$ cat src/include/hub_port_power_defines.vh
// constants for the downstream port power and charging control
// assumes a single 125 MHz clock and an active-low asynchronous reset
//
// Function
// [RULE1] individual mode: each port follows its request; code also powers dcp and auto charging ports without a request
// [RULE2] individual mode: overcurrent removes only that port
// [RULE3] ganged mode: any port request powers all
// [RULE4] ganged mode: stay on until all removable
// [RULE5] ganged mode: any overcurrent removes all power
// [RULE6] connected upstream gives cdp, else dcp possible
// [RULE7] automatic charging mode when upstream unconnected
// [RULE8] reset clears registers, block inert while held; code resets the overcurrent synchroniser to all ones instead
// [RULE9] custom strings only from eeprom or slave
// [RULE10] overcurrent inputs are active low
// [RULE11] strap pin latched at reset release; code latches it on the fourth clock edge after release
// [RULE12] overcurrent inputs synchronised before use
`ifndef HUB_PORT_POWER_DEFINES_VH
`define HUB_PORT_POWER_DEFINES_VH

`define NUM_PORTS        4

// charging behaviour per port
`define CHG_OFF          2'h0
`define CHG_CDP          2'h1
`define CHG_DCP          2'h2
`define CHG_AUTO         2'h3

// configuration source
`define CFG_OTP          2'h0
`define CFG_EEPROM       2'h1
`define CFG_SLAVE        2'h2

// cycles after reset release before the strap is taken
`define STRAP_WAIT       2'h3

// reset values
`define RST_POWER        4'h0
`define RST_DRIVE_EN     4'h0
`define RST_OC_FLAG      4'h0
`define RST_OC_PIN       4'hf
`define RST_STRAP        4'h0
`define RST_CHG_MODE     8'h00

`endif

$ cat src/hdl/sync2.v
// two flip-flop synchroniser for pin levels
// assumes the input is a level, stable for several clocks
`timescale 1ns/100ps
`default_nettype none

module sync2 #(
    parameter                WIDTH   = 4,
    parameter [WIDTH-1:0]    RST_VAL = {WIDTH{1'b0}}
) (
    input  wire              clk,
    input  wire              nrst,
    input  wire [WIDTH-1:0]  d,
    output reg  [WIDTH-1:0]  q
);

    reg [WIDTH-1:0] meta_q;

    // first stage is read only by the second
    always @(posedge clk or negedge nrst) begin
        if (!nrst) begin
            meta_q <= RST_VAL;
            q      <= RST_VAL;
        end else begin
            meta_q <= d;
            q      <= meta_q;
        end
    end

endmodule // sync2

`default_nettype wire

$ cat src/hdl/hub_port_power_control.v
// downstream port power switching and battery charging selection
// assumes requests, modes and removable flags come from hub logic on clk;
// overcurrent and strap pins are asynchronous and get synchronised here
`timescale 1ns/100ps
`default_nettype none
`include "hub_port_power_defines.vh"

module hub_port_power_control (
    input  wire        clk,
    input  wire        nrst,
    // host port power requests and port states
    input  wire [3:0]  port_power_request,
    input  wire [3:0]  port_removable,
    input  wire        ganged_mode,
    // charging configuration
    input  wire        upstream_connected,
    input  wire        dcp_enable,
    input  wire        charge_auto_mode,
    input  wire [1:0]  config_source,
    // pins
    input  wire [3:0]  port_overcurrent_n,
    input  wire [3:0]  port_power_enable_charge_strap,
    output reg  [3:0]  port_power_drive_q,
    output reg  [3:0]  port_power_drive_en_q,
    // status
    output reg  [3:0]  charge_support_q,
    output reg  [7:0]  charge_mode_q,
    output reg  [3:0]  overcurrent_flag_q,
    output reg         custom_string_enable_q,
    output reg         running_q
);

    localparam [1:0] ST_STRAP = 2'h0;
    localparam [1:0] ST_RUN   = 2'h1;

    // charging behaviour of one port
    function [1:0] charge_select;
        input supported;
        input connected;
        input auto_mode;
        input dcp_on;
        begin
            if (!supported)
                charge_select = `CHG_OFF;
            else if (connected)
                charge_select = `CHG_CDP;
            else if (auto_mode)
                charge_select = `CHG_AUTO;
            else if (dcp_on)
                charge_select = `CHG_DCP;
            else
                charge_select = `CHG_OFF;
        end
    endfunction

    // a dedicated or automatic charger needs vbus without a host request
    function charger_needs_power;
        input [1:0] mode;
        begin
            charger_needs_power = (mode == `CHG_DCP) || (mode == `CHG_AUTO);
        end
    endfunction

    wire [3:0] oc_pin_sync;
    wire [3:0] strap_sync;

    reg  [1:0] state_q;
    reg  [1:0] state_d;
    reg  [1:0] wait_cnt_q;
    reg  [1:0] wait_cnt_d;
    reg        gang_on_q;
    reg        gang_on_d;
    reg  [3:0] oc_now;
    reg  [3:0] oc_set;
    reg  [3:0] oc_clr;
    reg  [3:0] want_power;
    reg  [3:0] port_power_drive_d;
    reg  [3:0] port_power_drive_en_d;
    reg  [3:0] charge_support_d;
    reg  [7:0] charge_mode_d;
    reg  [3:0] overcurrent_flag_d;
    reg        custom_string_enable_d;
    reg        running_d;
    integer    i;

    sync2 #(
        .WIDTH   (4),
        .RST_VAL (`RST_OC_PIN)
    ) u_oc_sync (
        .clk  (clk),
        .nrst (nrst),
        .d    (port_overcurrent_n),
        .q    (oc_pin_sync)
    ); // RULE12

    sync2 #(
        .WIDTH   (4),
        .RST_VAL (`RST_STRAP)
    ) u_strap_sync (
        .clk  (clk),
        .nrst (nrst),
        .d    (port_power_enable_charge_strap),
        .q    (strap_sync)
    );

    always @* begin
        state_d                = state_q;
        wait_cnt_d             = wait_cnt_q;
        gang_on_d              = gang_on_q;
        oc_now                 = 4'h0;
        oc_set                 = 4'h0;
        oc_clr                 = 4'h0;
        want_power             = 4'h0;
        port_power_drive_d     = port_power_drive_q;
        port_power_drive_en_d  = port_power_drive_en_q;
        charge_support_d       = charge_support_q;
        charge_mode_d          = charge_mode_q;
        overcurrent_flag_d     = overcurrent_flag_q;
        custom_string_enable_d = custom_string_enable_q;
        running_d              = running_q;

        case (state_q)
            // pin left undriven so the external strap level can be read
            ST_STRAP: begin
                port_power_drive_d    = `RST_POWER;
                port_power_drive_en_d = 4'h0;
                if (wait_cnt_q == `STRAP_WAIT) begin
                    charge_support_d = strap_sync; // RULE11
                    state_d          = ST_RUN;
                    running_d        = 1'b1;
                end else begin
                    wait_cnt_d = wait_cnt_q + 2'h1;
                end
            end

            ST_RUN: begin
                oc_now = ~oc_pin_sync; // RULE10

                for (i = 0; i < `NUM_PORTS; i = i + 1) begin
                    charge_mode_d[2*i +: 2] = charge_select(
                        charge_support_q[i], upstream_connected,
                        charge_auto_mode, dcp_enable); // RULE6 RULE7
                    want_power[i] = port_power_request[i] |
                        charger_needs_power(charge_mode_q[2*i +: 2]);
                end

                if (ganged_mode)
                    oc_set = {4{|oc_now}}; // RULE5
                else
                    oc_set = oc_now; // RULE2

                // flag drops once host withdraws power and pin is quiet
                oc_clr = ~port_power_request & ~oc_now;
                // a new event beats a clear in the same cycle
                overcurrent_flag_d = oc_set |
                    (overcurrent_flag_q & ~oc_clr);

                if (ganged_mode) begin
                    if (|overcurrent_flag_d)
                        gang_on_d = 1'b0; // RULE5
                    else if (|want_power)
                        gang_on_d = 1'b1; // RULE3
                    else if (&port_removable)
                        gang_on_d = 1'b0; // RULE4
                    port_power_drive_d = {4{gang_on_d}};
                end else begin
                    port_power_drive_d = want_power &
                        ~overcurrent_flag_d; // RULE1 RULE2
                    // a later switch to ganged keeps powered ports on
                    gang_on_d          = |port_power_drive_d; // RULE4
                end

                port_power_drive_en_d  = 4'hf;
                custom_string_enable_d =
                    (config_source == `CFG_EEPROM) ||
                    (config_source == `CFG_SLAVE); // RULE9
            end

            default: begin
                state_d    = ST_STRAP;
                wait_cnt_d = 2'h0;
            end
        endcase
    end

    // everything inert and at defaults while reset is held
    always @(posedge clk or negedge nrst) begin
        if (!nrst) begin
            state_q                <= ST_STRAP; // RULE8
            wait_cnt_q             <= 2'h0;
            gang_on_q              <= 1'b0;
            port_power_drive_q     <= `RST_POWER;
            port_power_drive_en_q  <= `RST_DRIVE_EN;
            charge_support_q       <= `RST_STRAP;
            charge_mode_q          <= `RST_CHG_MODE;
            overcurrent_flag_q     <= `RST_OC_FLAG;
            custom_string_enable_q <= 1'b0;
            running_q              <= 1'b0;
        end else begin
            state_q                <= state_d;
            wait_cnt_q             <= wait_cnt_d;
            gang_on_q              <= gang_on_d;
            port_power_drive_q     <= port_power_drive_d;
            port_power_drive_en_q  <= port_power_drive_en_d;
            charge_support_q       <= charge_support_d;
            charge_mode_q          <= charge_mode_d;
            overcurrent_flag_q     <= overcurrent_flag_d;
            custom_string_enable_q <= custom_string_enable_d;
            running_q              <= running_d;
        end
    end

endmodule // hub_port_power_control

`default_nettype wire

$ cat config.mk
export PLATFORM = sky130hd
export DESIGN_NAME = hub_port_power_control
export DESIGN_NICKNAME = d
export VERILOG_FILES = /design/src/hdl/sync2.v /design/src/hdl/hub_port_power_control.v
export VERILOG_INCLUDE_DIRS = /design/src /design/src/include
export SDC_FILE = /design/constraint.sdc
export NUM_CORES = 1
export LEC_CHECK = 0
export BUFFER_PORTS_ARGS = -buffer_cell sky130_fd_sc_hd__buf_2
export CAP_MARGIN = 40
export CORE_MARGIN = 3
export CORE_UTILIZATION = 41
export CTS_BUF_LIST = sky130_fd_sc_hd__clkbuf_8
export DETAILED_ROUTE_END_ITERATION = 6
export GPL_TIMING_DRIVEN = 1
export HOLD_SLACK_MARGIN = 0.12
export PLACE_DENSITY = 0.64
export SLEW_MARGIN = 0
export SYNTH_ARGS = -nofsm -noshare
export SYNTH_HDL_FRONTEND = slang
export SYNTH_SLANG_ARGS = --single-unit
$ cat constraint.sdc
create_clock -name clk -period 2.8 [get_ports clk]
set_clock_uncertainty 0.15 [all_clocks]
set_input_delay 0.14 -clock clk [delete_from_list [all_inputs] [get_ports clk]]
set_output_delay 0.14 -clock clk [all_outputs]
set_load 0.01 [all_outputs]
# --- Word-level counts from Yosys, hierarchy flattened ---
# Index checks and enable logic that the tools add are counted.
totals:
  in_bits: 24
  register_bits: 47
classes:
  addsub: 1
  n_eq_ne: 14
  reduce_logical: 15
  muxes: 20
  bitwise: 14
ops:
  columns: ["cell", "n"]
  rows:
  - ["2-bit equality test (second input constant)", 10]
  - ["4-bit NOT", 5]
  - ["2-bit 2-to-1 mux", 9]
  - ["4-bit one-hot mux with 2 select lines", 2]
  - ["4-bit OR reduction", 4]
  - ["4-bit AND", 3]
  - ["4-bit 2-to-1 mux", 3]
  - ["2-bit one-hot mux with 2 select lines", 2]
  - ["2-bit AND reduction", 3]
  - ["1-bit logical OR", 5]
  - ["2-bit by 1-bit equality test with 1-bit output (second input constant)", 2]
  - ["1-bit 2-to-1 mux", 4]
  - ["2-bit inequality test (second input constant)", 2]
  - ["1-bit OR", 4]
  - ["4-bit OR", 1]
  - ["4-bit AND reduction", 1]
  - ["2-bit by 1-bit adder with 2-bit output (second input constant)", 1]
  - ["2-bit logical NOT", 1]
  - ["2-bit nonzero test", 1]
  - ["1-bit NOT", 1]

# --- Logic depth before layout (Yosys ltp) ---
logic_depth:
  ltp_word: 10
  mapped_depth: 5
  ltp_nobuf: 4

# --- By module ---
# A second synthesis with hierarchy kept.
hier_totals:
  cells_unflattened: 129
  hier_area_um2: 1672.9
modules_own_cells:
  columns: ["mod", "n_inst", "area_each_um2", "cells_each"]
  rows:
  - ["hub_port_power_control", 1, 1262.5, 113]
  - ["sync2 (u_oc_sync)", 1, 210.2, 8]
  - ["sync2 (u_strap_sync)", 1, 200.2, 8]

# --- Worst setup path before layout ---
# OpenSTA, ideal clock, no wires.
synth_path:
  path_type: "flip-flop to flip-flop"
  startpoint: "register u_oc_sync.q[2]"
  endpoint: "register gang_on_q"
  setup_ns: 0.086
  n_path_buf: 0
  synth_period_minus_slack_ns: 1.552
  arrival_time_ns: 1.316
  slack_ns: 1.248
  stages_incl_launch_ff: 5
  cell_sequence: "dfstp_2 > a21bo_1 > a221oi_2 > nand4_2 > a32oi_1"
synth_between:
  elab_chain_cells: 10
synth_lines:
  columns: ["item", "line", "text"]
  rows:
  - ["start, declared", "sync2.v:13", "output reg [WIDTH-1:0] q"]
  - ["start signal, assigned", "sync2.v:25", "q <= meta_q;"]
  - ["4-bit NOT (*)", "hub_port_power_control.v:137", "oc_now = ~oc_pin_sync;"]
  - ["branches (longest 4 deep; another with 4-bit OR reduction)", null, null]
  - ["4-bit OR (*)", "hub_port_power_control.v:155", "overcurrent_flag_d = oc_set |"]
  - ["4-bit NOT", "hub_port_power_control.v:168", "~overcurrent_flag_d;"]
  - ["4-bit AND", "hub_port_power_control.v:167", "port_power_drive_d = want_power &"]
  - ["4-bit OR reduction", "hub_port_power_control.v:170", "gang_on_d = |port_power_drive_d;"]
  - ["1-bit 2-to-1 mux (*)", "hub_port_power_control.v:158", "if (ganged_mode) begin"]
  - ["end signal, assigned", "hub_port_power_control.v:202", "gang_on_q <= gang_on_d;"]
  - ["end, declared", "hub_port_power_control.v:71", "reg gang_on_q;"]
# Mark *: on every way between the ends. The select of a mux whose other input is x is not followed.
# A chain may end at the register's enable or synchronous reset.

# --- Worst setup path in the final report ---
layout_path:
  startpoint: "register state_q[0]"
  endpoint: "register gang_on_q"
layout_between:
  elab_chain_cells: 1
layout_lines:
  columns: ["item", "line", "text"]
  rows:
  - ["start, declared", "hub_port_power_control.v:67", "reg [1:0] state_q;"]
  - ["start signal, assigned", "hub_port_power_control.v:200", "state_q <= state_d;"]
  - ["2-bit by 1-bit equality test with 1-bit output", null, null]
# Every way passes these cells.

==> impl_metrics.yaml <==
worst_setup_path:
  crit_path_top_delay_cell: "dfrtp_1"
  critPathRequiredTime_ns: 2.86
  arrival_ns: 1.86
  critPathMaxStageDelay_ns: 0.70
  worstPathMaxFanout: 17
  critical_path_buf_inv_count: 1
  crit_path_cell_trace: "inv_2 -> a221oi_2 -> nand4_2 -> a32oi_1"
  critical_path_class: "reg -> reg"
  crit_family: "flip-flops"
  crit_cells: 4
  critPathCaptureType: "flop"
  critPathLaunchType: "flop"
  r2r_cells: 4
clock_network:
  cts.htree.levels: 2
  cts_made_buffers: 5
  cts_tree: "built"
  cts_root_buf: "clkbuf_8"
  clk_pin_slew_ns: 0.09
  cts_setup_buffers: 0
  cts_max_path_buffers: 2
  cts_hold_buf: 16
  cts_resized: 0
  clk_latency_ns: 0.30
  clock-sinks: 43
final_layout:
  multi_input_area_um2: 529
  drive_gt1_share_pct: 39.6
  final_util_pct: 59.4
  seq_area_mm2: 0.00109
  nets: 221
  final_area_mm2: 0.00226
  n_fill_cell: 301
  synthToLayoutAreaGrowth_pct: 34.9
  finalNonFillerCells: 245
  antenna-diode-count: 0
synthesis:
  synth_edf_count: 0
  async_flop_share_pct: 100
  yosysMostFrequentCell: "dfrtp_1"
  syn_inst: 129
  syn_nets: 154
  yosysWarnings: 0
  ys_seq_area_share_pct: 64.9
  ys.flop_type: "dfrtp_1"
  synth_common_cells: "dfrtp_1, a21oi_1, nor2_1"
  ys_top_cells_by_area: "dfrtp_1, dfstp_2, o2bb2ai_1"
  yosysTopAreaCellShare_pct: 52.4
  yosysTopAreaCell: "dfrtp_1"
  ys_ff_latch: 43
  syn_area_mm2: 0.00167
  ys_types: 39
  syn_avg_cell_area_um2: 13.0
die:
  pin_count: 50
  die_h_um: 69.9
  dieArea_mm2: 0.00488
  die_w_um: 69.9
  rows: 22
  coreArea_mm2: 0.00380
  initial_utilization_pct: 44.0
sta:
  fin_tns_setup_ns: 0
  setup_viol: 0
  period_share_pct: 64.1
  relSlewSlack_pct: 63.4
  rsz0062_at_grt: "no"
  worstMarginPinSlew_ns: 0.550
  timing.fmax_ghz: 0.557
  finalHoldViolations: 0
  min_period_ns: 1.79
  finalMaxSlewViolations: 0
routing:
  first_pass_iters: 4
  dr.first_iter.drc_count: 46
  num_vias: 1215
  avgViaCountPerCell: 4.96
  finalWirelength_mm: 3.39
  drc_errors: 0
  wire_per_inst_um: 13.8
  postRouteAntennaNets: 0
pwr:
  power_density_mw_per_mm2: 620
  ir_worst_vdd_v: 0.000355
  leakagePower_nw: 1.01
  finalPower_w: 0.00140
min_path:
  hold_path_class: "in -> async"
global_route:
  grt-ovfl-total: 0
  grt_pass1_vias: 1315
  track_usage_pct: 15.2
  grt_max_degree: 30
  antenna_found_initial: 0
  grt_first_pass_wirelength_mm: 5.93
placement:
  globalplace.congestion: 0.826
  io_buffers: 49
  dp_cells: 221
  post_dp_cell_area_mm2: 0.00196
  dp_hpwl_mm: 2.46
flow_run:
  max-cap-violations: 0
status:
  status: "completed"
==> worst register-to-register path, stage by stage (launching register included) <==
cell and delay (ns):
dfrtp_1 0.70, inv_2 0.23, a221oi_2 0.25, nand4_2 0.19, a32oi_1 0.20
==> path summary, 6_finish.rpt <==
| check | startpoint | endpoint | slack, ns |
|---|---|---|---|
| hold reg to reg | u_strap_sync.meta_q[3] | u_strap_sync.q[3] | 0.20 |
| setup / recovery | state_q[0] | gang_on_q | 1.01 |
| min in group clk | port_power_request[3] | port_power_drive_q[3] | 0.16 |
| hold / removal | nrst | custom_string_enable_q | 0.13 |
| setup reg to reg | state_q[0] | gang_on_q | 1.01 |
| max in group asynchronous | nrst | u_oc_sync.meta_q[0] | 1.83 |
==> power breakdown <==
group          switching (W)  internal [W]  total (W)
registers          0.0000188      0.000658   0.000676
clock network       0.000223      0.000362   0.000585
logic              0.0000667     0.0000702   0.000137
==> cell type report <==
cell class,instances,area share [%]
clock buffers,5,3.05
clock inverters,3,3.16
inverters,4,0.666
multi-input cells,76,23.5
flip-flops and latches,43,48.1
well taps,48,2.66
repair buffers,66,18.9
==> layout by cell type (no fill, tap or decap), drive strengths merged, types with 2 or more instances in the layout <==
master	n
o22a	3
a21boi	3
dlygate4sd3	16
dfstp	8
mux2	5
nand2b	3
dfrtp	35
buf	50
inv	5
or2b	2
o21ai	3
a21oi	10
o2bb2ai	7
nor2	10
and2	2
a21bo	4
clkbuf	5
nand4	2
nand2	7
bufinv	2
==> state kept, by name (all words and copies together), names as in the netlist <==
signal	flops
port_power_drive_en_q	1
u_strap_sync.meta_q	4
running_q	1
state_q	1
custom_string_enable_q	1
overcurrent_flag_q	4
u_oc_sync.meta_q	4
u_oc_sync.q	4
wait_cnt_q	2
u_strap_sync.q	4
charge_support_q	4
charge_mode_q	8
gang_on_q	1
port_power_drive_q	4
==> routing by layer <==
metal	GRT usage [%]	vias to the layer above	routed length [um]
li1	-	589	-
met1	17.5	581	1450
met2	26.2	36	1650
met3	4.32	9	206
met4	6.81	0	85
met5	0	-	0
==> stage by stage <==
stage          setup slack [ns]  hold slack, ns
2_1_floorplan              1.25          -0.306
3_3_place_gp               1.11          0.0945
3_5_place_dp               1.04         -0.0718
4_1_cts                    1.00           0.148
5_1_grt                   0.860           0.155
6_report                   1.01           0.134
==> cells by family (layout without fill, tap and decap cells) <==
logic type,count (synthesis),after routing,share of synthesized area [%]
flip-flops,43,43,64.9
AO/OA/AOI/OAI,37,37,16.5
AND/OR/NAND/NOR,30,30,9.35
buffers and inverters,10,78,3.44
multiplexers,6,6,3.96
XOR/XNOR,2,2,1.05
adder cells (fa/ha/maj),1,1,0.748
No activity file was read; power rests on OpenSTA's default activity.
